--- src/bcirq_top_dummy_end.sv ---
`timescale 1ns/1ps
`default_nettype none
`default_nettype wire

--- src/bcirq_pkg.sv ---
package bcirq_pkg;

    // Avalon register byte offsets
    localparam logic [3:0] ADDR_CTRL   = 4'h0;
    localparam logic [3:0] ADDR_MASK   = 4'h4;
    localparam logic [3:0] ADDR_STATUS = 4'h8;

    // Control register fields
    localparam int CTRL_IE_BIT    = 0;
    // Mask register fields
    localparam int MASK_R55_BIT   = 0;
    localparam int MASK_R65_BIT   = 1;
    localparam int MASK_R75_BIT   = 2;
    localparam int MASK_CLR75_BIT = 4;
    // Status register fields
    localparam int STAT_IE_BIT    = 0;
    localparam int STAT_P55_BIT   = 1;
    localparam int STAT_P65_BIT   = 2;
    localparam int STAT_P75_BIT   = 3;
    localparam int STAT_TRAP_BIT  = 4;
    localparam int STAT_GENERAL_IRQ_BIT  = 5;
    localparam int STAT_ACK_BIT   = 6;
    localparam int STAT_GRANT_BIT = 7;

    // Reset values
    localparam logic       RST_IE   = 1'b0;
    localparam logic [2:0] RST_MASK = 3'h7;
    localparam logic       RST_GRANT = 1'b0;

    // Restart targets
    localparam logic [7:0] VEC_TRAP = 8'h24;
    localparam logic [7:0] VEC_R75  = 8'h3c;
    localparam logic [7:0] VEC_R65  = 8'h34;
    localparam logic [7:0] VEC_R55  = 8'h2c;
    localparam logic [7:0] VEC_NONE = 8'h00;

    // Interrupt source codes
    localparam logic [2:0] SRC_NONE = 3'h0;
    localparam logic [2:0] SRC_TRAP = 3'h1;
    localparam logic [2:0] SRC_R75  = 3'h2;
    localparam logic [2:0] SRC_R65  = 3'h3;
    localparam logic [2:0] SRC_R55  = 3'h4;
    localparam logic [2:0] SRC_GENERAL_IRQ = 3'h5;

    // Synchroniser lanes
    localparam int SYN_READY = 0;
    localparam int SYN_HOLD  = 1;
    localparam int SYN_GENERAL_IRQ  = 2;
    localparam int SYN_R55   = 3;
    localparam int SYN_R65   = 4;
    localparam int SYN_R75   = 5;
    localparam int SYN_TRAP  = 6;
    localparam int SYN_W     = 7;

    typedef enum logic [2:0] {
        ST_IDLE, ST_T1, ST_T2, ST_TW, ST_T3, ST_GRANT, ST_HELD, ST_RESUME
    } bcirq_state_t;

    typedef struct packed {
        logic [15:0] addr;
        logic [7:0]  wdata;
        logic        write;
        logic        io;
    } bcirq_xfer_t;

    typedef struct packed {
        logic [7:0] vector;
        logic       external;
    } bcirq_irq_t;

endpackage : bcirq_pkg

--- src/bcirq_top.sv ---
// Local design decisions: the Avalon-MM slave port and the register addresses.
`timescale 1ns/1ps
`default_nettype none
module bcirq_top
    import bcirq_pkg::*;
(
    // Clock and reset
    input  wire  logic        clk_sys,
    input  wire  logic        arst_n,
    // Avalon-MM slave
    input  wire  logic [3:0]  avs_address,
    input  wire  logic        avs_read,
    input  wire  logic        avs_write,
    input  wire  logic [31:0] avs_writedata,
    input  wire  logic [3:0]  avs_byteenable,
    output logic [31:0]       avs_readdata,
    output logic              avs_waitrequest,
    // Core side
    input  wire  logic        xfer_req,
    input  wire  bcirq_xfer_t xfer_cmd,
    output logic              xfer_done,
    output logic [7:0]        xfer_rdata,
    input  wire  logic        instr_sample,
    input  wire  logic        halted,
    output logic              irq_take,
    output bcirq_irq_t        irq_info,
    output logic              pc_inhibit,
    output logic              pc_clear,
    // Bus pins
    output logic [15:0]       addr_out,
    output logic              addr_oe,
    input  wire  logic [7:0]  data_in,
    output logic [7:0]        data_out,
    output logic              data_oe,
    output logic              rd_n,
    output logic              rd_oe,
    output logic              wr_n,
    output logic              wr_oe,
    output logic              io_mem,
    output logic              io_mem_oe,
    output logic              irq_ack_strobe_n,
    input  wire  logic        ready,
    input  wire  logic        hold_req,
    output logic              bus_grant_out,
    // Interrupt pins
    input  wire  logic        general_irq,
    input  wire  logic        rst55_in,
    input  wire  logic        rst65_in,
    input  wire  logic        rst75_in,
    input  wire  logic        trap_in
);

    function automatic logic [7:0] vec_of(input logic [2:0] src);
        unique case (src)
            SRC_TRAP: vec_of = VEC_TRAP;
            SRC_R75:  vec_of = VEC_R75;
            SRC_R65:  vec_of = VEC_R65;
            SRC_R55:  vec_of = VEC_R55;
            default:  vec_of = VEC_NONE;
        endcase
    endfunction : vec_of

    // Pin synchronisers
    logic [SYN_W-1:0] syn_a;
    logic [SYN_W-1:0] syn_b;
    logic [SYN_W-1:0] syn_c;

    always_ff @(posedge clk_sys or negedge arst_n)
    begin
        if (!arst_n)
        begin
            syn_a <= '0;
            syn_b <= '0;
            syn_c <= '0;
        end
        else
        begin
            syn_a <= {trap_in, rst75_in, rst65_in, rst55_in, general_irq, hold_req, ready};
            syn_b <= syn_a;
            syn_c <= syn_b;
        end
    end

    wire ready_s = syn_b[SYN_READY];
    wire hold_s  = syn_b[SYN_HOLD];
    wire general_irq_s  = syn_b[SYN_GENERAL_IRQ];
    wire r55_s   = syn_b[SYN_R55];
    wire r65_s   = syn_b[SYN_R65];
    wire trap_s  = syn_b[SYN_TRAP];
    wire r75_rise  = syn_b[SYN_R75] & ~syn_c[SYN_R75];
    wire trap_rise = syn_b[SYN_TRAP] & ~syn_c[SYN_TRAP];

    // Bus sequencer
    bcirq_state_t state;
    bcirq_state_t next_state;
    bcirq_xfer_t  cur;
    logic         ack_cyc;
    logic         bus_own;
    logic         strobe_lo;
    logic         wdata_drv;
    logic         irq_ack_strobe_pend;

    wire in_strobe = (state == ST_T2) || (state == ST_TW);

    always_comb
    begin
        next_state = state;
        unique case (state)
            ST_IDLE:
                if (hold_s)
                    next_state = ST_GRANT;
                else if (xfer_req)
                    next_state = ST_T1;
            ST_T1:
                next_state = ST_T2;
            ST_T2, ST_TW:
                next_state = ready_s ? ST_T3 : ST_TW;
            ST_T3:
                next_state = hold_s ? ST_GRANT : ST_IDLE;
            ST_GRANT:
                next_state = ST_HELD;
            ST_HELD:
                next_state = hold_s ? ST_HELD : ST_RESUME;
            ST_RESUME:
                next_state = ST_IDLE;
        endcase
    end

    wire next_own    = (next_state != ST_HELD) && (next_state != ST_RESUME);
    wire next_strobe = (next_state == ST_T2) || (next_state == ST_TW);
    wire next_wdrv   = next_own && cur.write &&
                       ((next_state == ST_T2) || (next_state == ST_TW) || (next_state == ST_T3));
    wire next_grant  = (next_state == ST_GRANT) || (next_state == ST_HELD);
    wire start_xfer  = (state == ST_IDLE) && (next_state == ST_T1);

    always_ff @(posedge clk_sys or negedge arst_n)
    begin
        if (!arst_n)
        begin
            state         <= ST_IDLE;
            cur           <= '0;
            ack_cyc       <= 1'b0;
            bus_own       <= 1'b0;
            strobe_lo     <= 1'b0;
            wdata_drv     <= 1'b0;
            bus_grant_out <= RST_GRANT;
            xfer_rdata    <= 8'h00;
        end
        else
        begin
            state         <= next_state;
            bus_own       <= next_own;
            strobe_lo     <= next_strobe;
            wdata_drv     <= next_wdrv;
            bus_grant_out <= next_grant;
            if (start_xfer)
            begin
                cur     <= xfer_cmd;
                ack_cyc <= irq_ack_strobe_pend;
            end
            // Data answers our own strobe on this clock
            if (in_strobe && ready_s && !cur.write)
                xfer_rdata <= data_in;
        end
    end

    // Pin drive; internal work stays free while held
    assign addr_out  = cur.addr;
    assign data_out  = cur.wdata;
    assign io_mem    = cur.io;
    assign addr_oe   = bus_own;
    assign io_mem_oe = bus_own;
    assign data_oe   = wdata_drv;
    assign rd_oe     = bus_own && !halted;
    assign wr_oe     = bus_own && !halted;
    assign rd_n      = ~(strobe_lo && !cur.write && !ack_cyc);
    assign wr_n      = ~(strobe_lo && cur.write);
    assign irq_ack_strobe_n = ~(strobe_lo && ack_cyc);
    assign xfer_done = (state == ST_T3);
    assign pc_clear  = !arst_n;

    // Interrupt intake
    logic       ie;
    logic [2:0] mask;
    logic       pend75;
    logic       pend_trap;
    logic [2:0] take_src;

    wire sample_pt = instr_sample || halted || (state == ST_HELD);
    wire busy      = irq_ack_strobe_pend || irq_take;
    wire trap_go   = pend_trap && trap_s;
    wire r75_go    = pend75 && !mask[MASK_R75_BIT] && ie;
    wire r65_go    = r65_s && !mask[MASK_R65_BIT] && ie;
    wire r55_go    = r55_s && !mask[MASK_R55_BIT] && ie;
    wire general_irq_go   = general_irq_s && ie;
    wire [2:0] sel = trap_go ? SRC_TRAP :
                     r75_go  ? SRC_R75  :
                     r65_go  ? SRC_R65  :
                     r55_go  ? SRC_R55  :
                     general_irq_go ? SRC_GENERAL_IRQ : SRC_NONE;
    wire take_now  = sample_pt && !busy && (sel != SRC_NONE);

    // Register bus decode
    logic av_ack;
    wire  av_req   = avs_read || avs_write;
    wire  av_wr    = avs_write && av_ack && avs_byteenable[0];
    wire  wr_ctrl  = av_wr && (avs_address == ADDR_CTRL);
    wire  wr_mask  = av_wr && (avs_address == ADDR_MASK);
    wire  clr75    = wr_mask && avs_writedata[MASK_CLR75_BIT];
    wire  ack_done = ack_cyc && (state == ST_T3);

    wire next_ie = take_now ? 1'b0 :
                   wr_ctrl  ? avs_writedata[CTRL_IE_BIT] : ie;
    wire next_pend75 = r75_rise ||
                       (pend75 && !(take_now && sel == SRC_R75) && !clr75);
    wire next_pend_trap = trap_rise ||
                          (pend_trap && !(take_now && sel == SRC_TRAP));
    wire next_irq_ack_strobe = (take_now && sel == SRC_GENERAL_IRQ) || (irq_ack_strobe_pend && !ack_done);

    always_ff @(posedge clk_sys or negedge arst_n)
    begin
        if (!arst_n)
        begin
            ie        <= RST_IE;
            mask      <= RST_MASK;
            pend75    <= 1'b0;
            pend_trap <= 1'b0;
            irq_ack_strobe_pend <= 1'b0;
            irq_take  <= 1'b0;
            irq_info  <= '0;
            take_src  <= SRC_NONE;
        end
        else
        begin
            ie        <= next_ie;
            pend75    <= next_pend75;
            pend_trap <= next_pend_trap;
            irq_ack_strobe_pend <= next_irq_ack_strobe;
            irq_take  <= take_now;
            if (wr_mask)
                mask <= avs_writedata[2:0];
            if (take_now)
            begin
                irq_info.vector   <= vec_of(sel);
                irq_info.external <= (sel == SRC_GENERAL_IRQ);
                take_src          <= sel;
            end
        end
    end

    assign pc_inhibit = irq_ack_strobe_pend;

    // Avalon slave: one wait cycle, unmapped reads zero
    logic [31:0] status_word;
    wire  [31:0] rd_mux = (avs_address == ADDR_CTRL)   ? {31'h0, ie} :
                          (avs_address == ADDR_MASK)   ? {29'h0, mask} :
                          (avs_address == ADDR_STATUS) ? status_word : 32'h0000_0000;

    always_comb
    begin
        status_word = 32'h0000_0000;
        status_word[STAT_IE_BIT]    = ie;
        status_word[STAT_P55_BIT]   = r55_s;
        status_word[STAT_P65_BIT]   = r65_s;
        status_word[STAT_P75_BIT]   = pend75;
        status_word[STAT_TRAP_BIT]  = pend_trap;
        status_word[STAT_GENERAL_IRQ_BIT]  = general_irq_s;
        status_word[STAT_ACK_BIT]   = irq_ack_strobe_pend;
        status_word[STAT_GRANT_BIT] = bus_grant_out;
    end

    always_ff @(posedge clk_sys or negedge arst_n)
    begin
        if (!arst_n)
        begin
            av_ack       <= 1'b0;
            avs_readdata <= 32'h0000_0000;
        end
        else
        begin
            av_ack <= av_req && !av_ack;
            if (avs_read && !av_ack)
                avs_readdata <= rd_mux;
        end
    end

    assign avs_waitrequest = av_req && !av_ack;

    // Checks
    property p_held_float;
        @(posedge clk_sys) disable iff (!arst_n)
        (state == ST_HELD) |-> (!rd_oe && !wr_oe && !addr_oe && !data_oe && !io_mem_oe);
    endproperty
    a_held_float: assert property (p_held_float) else $error("bus driven while held");

    property p_halt_float;
        @(posedge clk_sys) disable iff (!arst_n)
        halted |-> (!rd_oe && !wr_oe);
    endproperty
    a_halt_float: assert property (p_halt_float) else $error("strobes driven in halt");

    property p_grant_release;
        @(posedge clk_sys) disable iff (!arst_n)
        $rose(bus_grant_out) |-> addr_oe ##1 (!addr_oe && bus_grant_out);
    endproperty
    a_grant_release: assert property (p_grant_release) else $error("release not one cycle after grant");

    property p_wait_state;
        @(posedge clk_sys) disable iff (!arst_n)
        (in_strobe && !ready_s) |=> (state == ST_TW) && strobe_lo;
    endproperty
    a_wait_state: assert property (p_wait_state) else $error("transfer ended without ready");

    property p_no_reclaim;
        @(posedge clk_sys) disable iff (!arst_n)
        (state == ST_HELD && hold_s) |=> (state == ST_HELD) && bus_grant_out;
    endproperty
    a_no_reclaim: assert property (p_no_reclaim) else $error("bus reclaimed under request");

    property p_resume;
        @(posedge clk_sys) disable iff (!arst_n)
        $fell(bus_grant_out) |-> !addr_oe ##1 addr_oe;
    endproperty
    a_resume: assert property (p_resume) else $error("bus not resumed a cycle after grant fall");

    property p_ie_clear;
        @(posedge clk_sys) disable iff (!arst_n)
        irq_take |-> !ie;
    endproperty
    a_ie_clear: assert property (p_ie_clear) else $error("enable survived acceptance");

    property p_trap_first;
        @(posedge clk_sys) disable iff (!arst_n)
        (take_now && trap_go) |=> (irq_info.vector == VEC_TRAP) && !irq_info.external;
    endproperty
    a_trap_first: assert property (p_trap_first) else $error("trap not given top rank");

    property p_masked;
        @(posedge clk_sys) disable iff (!arst_n)
        (irq_take && take_src == SRC_R75) |-> !$past(mask[MASK_R75_BIT]);
    endproperty
    a_masked: assert property (p_masked) else $error("masked restart accepted");

    property p_sample_point;
        @(posedge clk_sys) disable iff (!arst_n)
        irq_take |-> $past(sample_pt);
    endproperty
    a_sample_point: assert property (p_sample_point) else $error("accepted off sample point");

    property p_ack_strobe;
        @(posedge clk_sys) disable iff (!arst_n)
        (strobe_lo && ack_cyc) |-> (rd_n && !irq_ack_strobe_n && pc_inhibit);
    endproperty
    a_ack_strobe: assert property (p_ack_strobe) else $error("read strobe during acknowledge");

endmodule : bcirq_top
`default_nettype wire

--- config.mk ---
export PLATFORM = sky130hd
export DESIGN_NAME = bcirq_top
export DESIGN_NICKNAME = d
export VERILOG_FILES = /design/src/bcirq_top_dummy_end.sv /design/src/bcirq_pkg.sv /design/src/bcirq_top.sv
export SDC_FILE = /design/constraint.sdc
export NUM_CORES = 1
export LEC_CHECK = 0
export BUFFER_PORTS_ARGS = -buffer_cell sky130_fd_sc_hd__clkbuf_2
export CORE_UTILIZATION = 46
export CTS_CLUSTER_DIAMETER = 200
export DETAILED_ROUTE_END_ITERATION = 16
export PLACE_DENSITY = 0.84
export SLEW_MARGIN = 20
export SYNTH_ARGS = -nofsm -noshare
export SYNTH_HDL_FRONTEND = slang
export SYNTH_SLANG_ARGS = --single-unit
--- constraint.sdc ---
create_clock -name clk_sys -period 2.1 [get_ports clk_sys]
set_input_delay 0.42 -clock clk_sys [delete_from_list [all_inputs] [get_ports clk_sys]]
set_output_delay 0.42 -clock clk_sys [all_outputs]
set_load 0.02 [all_outputs]
# Word level (Yosys, flattened, before mapping)

Index checks and enable logic that the tools add are counted.
Widths: inputs -> output; s select.

Register bits: 113
Input bits: 88
Output and inout port bits: 88
Word-level logic and storage cells: 135

Eq/ne operators: 22
Multiplexer cells: 17
Bitwise operators: 7
Reduce and logical (&&, ||, !) cells: 65

Operator list:

| kind               | count |
|---|---|
| $logic_and 1x1->1  | 36 |
| $eq 3x3->1 const B | 9 |
| $mux 3             | 9 |
| $mux 8             | 3 |
| $pmux 6 s4         | 1 |
| $pmux 3 s7         | 1 |
| $eq 3x2->1 const B | 6 |
| $logic_not 1->1    | 13 |
| $logic_or 1x1->1   | 11 |
| $eq 3x1->1 const B | 3 |
| $ne 3x3->1 const B | 2 |
| $not 1->1          | 5 |
| $eq 4x3->1 const B | 1 |
| $eq 4x4->1 const B | 1 |
| $logic_not 4->1    | 1 |
| $logic_not 3->1    | 1 |
| $mux 1             | 3 |
| $reduce_bool 3->1  | 1 |
| $and 1x1->1        | 2 |
| $reduce_bool 2->1  | 1 |
| $reduce_or 2->1    | 1 |

# Longest topological paths before layout

Gate-level depths: netlist (run 1).

Word-level depth: 14
Gate-level depth with buffers: 7
Gate-level depth less buffers: 5

# Worst setup path before layout (run 1)

No wires, ideal clock.

Kind: register to register
From: reg state[2]
To: reg ack_cyc
Setup time: 128 ps
Arrival time: 1661 ps
Data required time: 1972 ps
Path slack: 311 ps
Cell stages (with the launch flop): 8
Buffers on the path: 2
Period minus slack after synthesis: 1789 ps
Cells stage by stage: dfrtp_1 -> buf_4 -> nand2b_4 -> o32ai_2 -> a31oi_2 -> nor3_4 -> buf_6 -> mux2_1

Longest elaborated chain between the ends: 5
Elaborated cells between the ends (all ways): 14
Classes of those cells: eq/ne (8); mux (3); reduce/logical (3)

RTL lines:

| item                                      | line                               | RTL |
|---|---|---|
| from (decl)                               | bcirq_top.sv:94                    | `bcirq_state_t state;` |
| from (signal assigned)                    | bcirq_top.sv:151                   | `state <= next_state;` |
| $eq 3x2->1 or $mux 3 (tied branches)      | bcirq_top.sv:108, bcirq_top.sv:112 |  |
| $reduce_or 2->1 or $mux 3 (tied branches) | bcirq_top.sv:108, bcirq_top.sv:110 |  |
| $pmux 3 s7 (*)                            | bcirq_top.sv:108                   | `unique case (state)` |
| named net next_state[2]                   | bcirq_top.sv:95                    | `bcirq_state_t next_state;` |
| $eq 3x1->1 (*)                            | bcirq_top.sv:134                   | `wire start_xfer = (state == ST_IDLE) && (next_state == ST_T1);` |
| $logic_and 1x1->1 (*)                     | bcirq_top.sv:134                   |  |
| to (signal assigned)                      | bcirq_top.sv:159                   | `ack_cyc <= irq_ack_strobe_pend;` |
| to (decl)                                 | bcirq_top.sv:97                    | `logic ack_cyc;` |

Mark *: on every way through the listed nets, which the timed path passes. The rest lies on a longest branch.
A chain may end at the register's enable or synchronous reset.

# Worst setup path after layout (run 1)

From: reg state[1]
To: out xfer_done

Longest elaborated chain between the ends: 1

RTL lines:

| item       | line             | RTL |
|---|---|---|
| $eq 3x3->1 | bcirq_top.sv:179 | `assign xfer_done = (state == ST_T3);` |
| to (decl)  | bcirq_top.sv:21  | `output logic xfer_done,` |

No other way between the ends.

==> impl_metrics.env, run 1 <==
export IMPL_synthXorXnorAreaFrac=0.00251
export IMPL_maxSlewHeadroom=0.609
export IMPL_pin_count=176
export IMPL_synth_common_cells="76 x dfrtp_1, 56 x buf_4, 20 x mux2_1, 19 x mux2_2, 14 x nand2_1"
export IMPL_drt_first_iter_violations=90
export IMPL_design_die_area_um2=7930
export IMPL_synth_adder_area_share=0
export IMPL_gr_usage_all_layers=0.160
export IMPL_clkSlewWorstSetupHoldPaths_ns=0.08
export IMPL_synth_compound_gate_area_share=0.0671
export IMPL_clk_latency_worst_skew_pair_ns=0.35
export IMPL_period_share=0.892
export IMPL_crit_path_end_kind="output port"
export IMPL_numCtsBuffers=9
export IMPL_layout_filler_cells=625
export IMPL_vdd_drop_max_mv=0.752
export IMPL_yosysWarnings=0
export IMPL_cts_num_sinks=79
export IMPL_hold_path_class="in2async"
export IMPL_post_cts_resized=0
export IMPL_area_delta_synth_final_pct=18.2
export IMPL_final_min_clock_period_ns=1.87
export IMPL_timing_critical_path_from="state[1]$_DFF_PN0_"
export IMPL_vias=2191
export IMPL_dominant_combinational_cell_family_by_area_after_synthesis="buffers and inverters"
export IMPL_postRouteWirelength_um=5970
export IMPL_critical_path_peak_fanout=11
export IMPL_place_congestion=0.857
export IMPL_die_height_um=89.1
export IMPL_grt_setup_unrepaired="false"
export IMPL_fmax_mhz=534
export IMPL_numPortBuffers=116
export IMPL_place_detailed_hpwl_um=4410
export IMPL_post_cts_hold_buffer_count=0
export IMPL_tritoncts="yes"
export IMPL_first_pass_iters=4
export IMPL_yosys_cell_count_top_type="dfrtp_1"
export IMPL_number_of_instances_in_the_synthesized_netlist=269
export IMPL_number_of_global_route_vias_before_repair=2006
export IMPL_synth_largest_area_cell="dfrtp_1"
export IMPL_synthSimpleGateAreaFrac=0.0847
export IMPL_synthTopCellsByArea="dfrtp_1 55%, buf_4 12%, mux2_1 6.5%"
export IMPL_drt_wirelength_per_cell_um=12.7
export IMPL_required_ns=1.68
export IMPL_grt_max_degree=80
export IMPL_start_util=0.478
export IMPL_insertedDiodeCount=0
export IMPL_post_cts_repair_setup_buffers=0
export IMPL_ant_nets=0
export IMPL_core_um2=7290
export IMPL_post_synth_num_cell_types=49
export IMPL_ff2ff_setup_slack_ns=0.24
export IMPL_worstSetupPathType="reg2out"
export IMPL_final_max_slew_viol_count=0
export IMPL_synth_mux_area_fraction=0.136
export IMPL_synth_seq_area_share=0.568
export IMPL_synth_edff_count=0
export IMPL_power_per_cell_area_nw_per_um2=1340
export IMPL_crit_reg2reg_launch="state[1]$_DFF_PN0_"
export IMPL_grt_first_pass_wirelength_um=9360
export IMPL_num_rows=31
export IMPL_totalNegativeSetupSlack_ns=0
export IMPL_floorplan_die_width_um=89.1
export IMPL_maxCapViolations=0
export IMPL_skew_ns=0.0119
export IMPL_drc_errors=0
export IMPL_async_reset_ff_frac=1.00
export IMPL_timing_final_hold_violations=0
export IMPL_final_setup_violating_endpoints=0
export IMPL_h_tree_depth_reported_by_cts=3
export IMPL_fraction_of_synthesized_cell_area_taken_by_the_top_area_cell_type=0.546
export IMPL_synth_cell_area_um2=3490
export IMPL_cp_data_arrival_time_ns=1.45
export IMPL_cts_max_path_buffers=2
export IMPL_globalRouteOverflowTotal=0
export IMPL_vias_per_cell=4.65
export IMPL_yosys_most_used_dff="dfrtp_1"
export IMPL_grt_antenna_before_repair=0
export IMPL_power_static_leakage_nw=2.08
export IMPL_ctsRootBufferMaster="clkbuf_8"
export IMPL_slew_at_the_pin_closest_to_its_max_slew_limit_ns=0.587
export IMPL_synthesis_stage_register_bit_count=79
export IMPL_status="finished clean"
export IMPL_drive_above_1_share=0.454
export IMPL_finalCoreUtilization=0.565
export IMPL_start_kind="flop"
export IMPL_finalNetCount=455
export IMPL_post_synth_cell_area_avg_um2=13.0
layer usage:
metal / track usage / vias to the layer above / wire length [um]
met5: 0 / - / 0
met4: 0.0794 / 0 / 128
met3: 0.0471 / 11 / 372
met2: 0.248 / 91 / 2890
met1: 0.207 / 1053 / 2580
li1: - / 1036 / -
layout by cell type, fill, tap and decap left out, types with 2 or more instances in the layout:
master	count
a21oi_1	4
a22o_1	6
a22oi_1	2
buf_12	2
buf_4	5
bufinv_16	2
clkbuf_2	115
clkbuf_8	11
clkinvlp_4	2
conb_1	28
dfrtp_1	76
dfstp_2	3
inv_1	4
mux2_1	20
mux2_2	19
mux2i_1	2
nand2_1	14
nand2b_1	5
nor2_1	9
nor2b_1	6
o21ai_0	6
stage by stage:
step | std cells | total power [W] | hold WS, ns | area, um2 | setup WS, ns
global placement | 454 | 0.00422 | 0.333 | 3870 | 0.267
floorplan | 296 | 0.00402 | 0.124 | 3590 | 0.311
finish | 471 | 0.00551 | 0.167 | 4120 | 0.226
CTS | 470 | 0.00558 | 0.157 | 4100 | 0.203
global route | 471 | 0.00587 | 0.169 | 4120 | 0.146
detailed placement | 454 | 0.00429 | 0.336 | 3870 | 0.236
kinds of logic after synthesis:
logic type / Yosys count
buffers and inverters: 66
muxes: 42
other: 1
AOI/OAI and AO/OA: 29
DFF: 79
and+or+nand+nor: 51
xor gates and xnor gates: 1
path summary, 6_finish.rpt:
path,to,cells after the start
max in group asynchronous,data_out[6]$_DFFE_PN0P_,3
min in group clk_sys,syn_a[5]$_DFF_PN0_,1
worst min register to register,syn_b[6]$_DFF_PN0_,0
worst max register to register,irq_info[5]$_DFFE_PN0P_,5
worst max-delay path,xfer_done,3
worst min-delay path,syn_a[4]$_DFF_PN0_,2
state kept, by name, summed over array words and instances, names as in the netlist, 2 cells and up:
name and cells:
addr_out 16, avs_readdata 8, data_out 8, xfer_rdata 8
syn_a 7, syn_b 7, irq_info 4, mask 3
state 3, syn_c 2
final cells by class:
| cell class | count | area (um2) | share of cell area |
|---|---|---|---|
| Timing Repair Buffer | 122 | 653 | 0.158 |
| Sequential cell | 79 | 1980 | 0.481 |
| Clock buffer | 11 | 151 | 0.0367 |
| Multi-Input combinational cell | 151 | 1120 | 0.271 |
| Clock inverter | 5 | 80.1 | 0.0194 |
| Inverter | 4 | 15.0 | 0.00364 |
| Tap cell | 99 | 124 | 0.0301 |
power by group:
group	total, W	internal, W	switching, W
registers	0.00234	0.00199	0.000348
clock network	0.00127	0.000732	0.000541
logic	0.00189	0.000778	0.00112
worst max-delay path, stage by stage (launching register included):
cell	delay, ns
dfrtp_1	0.53
nor2_2	0.23
and2_1	0.18
clkbuf_2	0.18
(Power assumes the default switching activity.)
==> inputs of run 2 (changes only) <==
--- a/config.mk
+++ b/config.mk
@@ -6,10 +6,11 @@
 export NUM_CORES = 1
 export LEC_CHECK = 0
 export BUFFER_PORTS_ARGS = -buffer_cell sky130_fd_sc_hd__clkbuf_2
-export CORE_UTILIZATION = 46
+export CORE_UTILIZATION = 47
+export CTS_BUF_LIST = sky130_fd_sc_hd__clkbuf_8
 export CTS_CLUSTER_DIAMETER = 200
 export DETAILED_ROUTE_END_ITERATION = 16
-export PLACE_DENSITY = 0.84
+export PLACE_DENSITY = 0.85
 export SLEW_MARGIN = 20
 export SYNTH_ARGS = -nofsm -noshare
 export SYNTH_HDL_FRONTEND = slang
==> constraint.sdc (replaced) <==
create_clock -name clk_sys -period 2.1 [get_ports clk_sys]
set_input_delay 0.21 -clock clk_sys [delete_from_list [all_inputs] [get_ports clk_sys]]
set_output_delay 0.21 -clock clk_sys [all_outputs]
set_load 0.02 [all_outputs]
==> run 2 against run 1 <==
  * Die area shrank 2.1%
  * Utilization grew 1.5 points
  * Via count grew 3.5%
  * Global-route usage grew 0.73 points
  * Wire length grew 3.5%
  * Final cell count grew 1.1%
  * Fmax shrank 2.0%
  * Critical endpoint is now data_out[3]$_DFFE_PN0P_
  * Hold slack lost 0.088 ns
  * Clock skew shrank 0.0051 ns
==> impl_metrics.env, run 2 (synthesis gave the netlist of run 1 again) <==
export IMPL_cp_data_arrival_time_ns=2.14
export IMPL_hold_path_class="in2reg"
export IMPL_final_max_slew_viol_count=0
export IMPL_clk_latency_worst_skew_pair_ns=0.34
export IMPL_path_delay_family="flip-flops"
export IMPL_drt_first_iter_violations=110
export IMPL_fmax_mhz=523
export IMPL_number_of_global_route_vias_before_repair=2022
export IMPL_worstSetupPathType="reg2reg"
export IMPL_vias_per_cell=4.76
export IMPL_grt_antenna_before_repair=0
export IMPL_power_static_leakage_nw=2.11
export IMPL_skew_ns=0.00680
export IMPL_h_tree_depth_reported_by_cts=3
export IMPL_timing_critical_path_from="state[2]$_DFF_PN0_"
export IMPL_vias=2268
export IMPL_period_share=0.910
export IMPL_start_util=0.483
export IMPL_cp_endpoint="data_out[3]$_DFFE_PN0P_"
export IMPL_required_ns=2.33
export IMPL_rr_worst_depth=6
export IMPL_critical_path_peak_fanout=25
export IMPL_crit_path_end_kind="flop"
export IMPL_timing_final_hold_violations=0
export IMPL_grt_setup_unrepaired="false"
export IMPL_insertedDiodeCount=0
export IMPL_start_kind="flop"
export IMPL_final_common_cell="clkbuf_2"
export IMPL_design_die_area_um2=7770
export IMPL_path_buf_inv=1
export IMPL_place_detailed_instances=453
export IMPL_timing_critical_path_slowest_cell_delay_ns=0.50
export IMPL_pin_count=176
export IMPL_place_congestion=0.836
export IMPL_first_pass_iters=4
export IMPL_postRouteWirelength_um=6180
export IMPL_drive_above_1_share=0.440
export IMPL_power_per_cell_area_nw_per_um2=1320
export IMPL_grt_max_degree=80
export IMPL_num_rows=31
export IMPL_fin_cells=476
export IMPL_ant_nets=0
export IMPL_clkSlewWorstSetupHoldPaths_ns=0.08
export IMPL_critical_path_cell_count=6
export IMPL_tritoncts="yes"
export IMPL_r2r_end="data_out[3]$_DFFE_PN0P_"
export IMPL_status="finished clean"
export IMPL_numCtsBuffers=9
export IMPL_post_cts_repair_setup_buffers=0
export IMPL_placedInstanceArea_um2=3870
export IMPL_gr_usage_all_layers=0.167
export IMPL_power_w=0.00553
export IMPL_totalNegativeSetupSlack_ns=0
export IMPL_drc_errors=0
export IMPL_final_setup_violating_endpoints=0
export IMPL_worst_path_max_delay_cell="dfrtp_1"
export IMPL_layout_common_cells="115 x clkbuf_2, 76 x dfrtp_1, 28 x conb_1"
export IMPL_finalNetCount=461
export IMPL_maxCapViolations=0
export IMPL_area_delta_synth_final_pct=20.1
export IMPL_timing_critical_path_cells="nand2b_4, o32ai_2, a31oi_2, nor3_4, buf_12, mux2_2"
export IMPL_place_detailed_hpwl_um=4470
export IMPL_ff2ff_setup_slack_ns=0.19
export IMPL_numPortBuffers=116
export IMPL_ctsRootBufferMaster="clkbuf_8"
export IMPL_final_min_clock_period_ns=1.91
export IMPL_cts_max_path_buffers=2
export IMPL_vdd_drop_max_mv=0.844
export IMPL_largest_reg_flops=16
export IMPL_grt_first_pass_wirelength_um=9660
export IMPL_core_um2=7210
export IMPL_globalRouteOverflowTotal=0
export IMPL_crit_reg2reg_launch="state[2]$_DFF_PN0_"
export IMPL_floorplan_die_width_um=88.1
export IMPL_die_height_um=88.1
export IMPL_drt_wirelength_per_cell_um=13.0
export IMPL_final_cell_area_excluding_filler_cells_um2=4190
export IMPL_cts_num_sinks=79
-- run 2: routing by layer --
| layer | share of wire | track usage |
|---|---|---|
| met5 | 0 | 0 |
| met4 | 0.033 | 0.110 |
| met3 | 0.055 | 0.0330 |
| met2 | 0.48 | 0.256 |
| met1 | 0.43 | 0.217 |
-- run 2: power by group --
part           leakage [nW]  switching (W)  total (W)  internal, W
Sequential            0.961       0.000351    0.00235      0.00200
Combinational          1.03        0.00113    0.00192     0.000783
Clock                 0.118       0.000507    0.00127     0.000758
Total                  2.11        0.00199    0.00553      0.00354
-- run 2: how the worst min path moves through the flow --
stage / start / endpoint / slack [ns] / cells after the start
floorplan: arst_n / ack_cyc$_DFFE_PN0P_ / -0.09 / 0
global route: xfer_cmd[24] / addr_out[14]$_DFFE_PN0P_ / 0.06 / 2
detailed placement: arst_n / syn_b[5]$_DFF_PN0_ / 0.30 / 2
CTS: xfer_cmd[24] / addr_out[14]$_DFFE_PN0P_ / 0.06 / 2
global placement: arst_n / syn_a[3]$_DFF_PN0_ / 0.29 / 2
finish: xfer_cmd[23] / addr_out[13]$_DFFE_PN0P_ / 0.08 / 2
-- run 2: area by class of cell --
type | instances | area, um2
Tap cell | 99 | 124
Sequential cell | 79 | 1980
Multi-Input combinational cell | 151 | 1120
Clock inverter | 3 | 65.1
Clock buffer | 12 | 165
Inverter | 4 | 15.0
Timing Repair Buffer | 128 | 718
Fill cell | 604 | 3030
-- run 2: what timing repair did --
item | in CTS | in global routing
setup endpoints to repair | 0 | 0
resized for setup | 0 | 0
hold buffers | 8 | 0
endpoints found under the hold margin | 83 | 0
-- run 2: worst reg2reg max path, delay by kind of cell, from the launching register on --
kind | cells | cell delay, ns
AOI/OAI and AO/OA | 2 | 0.25
buffers and inverters | 1 | 0.22
DFF | 1 | 0.50
muxes | 1 | 0.36
and+or+nand+nor | 2 | 0.48
-- run 2: stage by stage --
stage	setup WS [ns]	util	hold WS, ns
floorplan	0.311	-	-0.0856
global placement	0.240	0.537	0.294
detailed placement	0.212	0.537	0.299
CTS	0.180	0.580	0.0605
global route	0.0460	0.580	0.0571
finish	0.188	0.580	0.0791
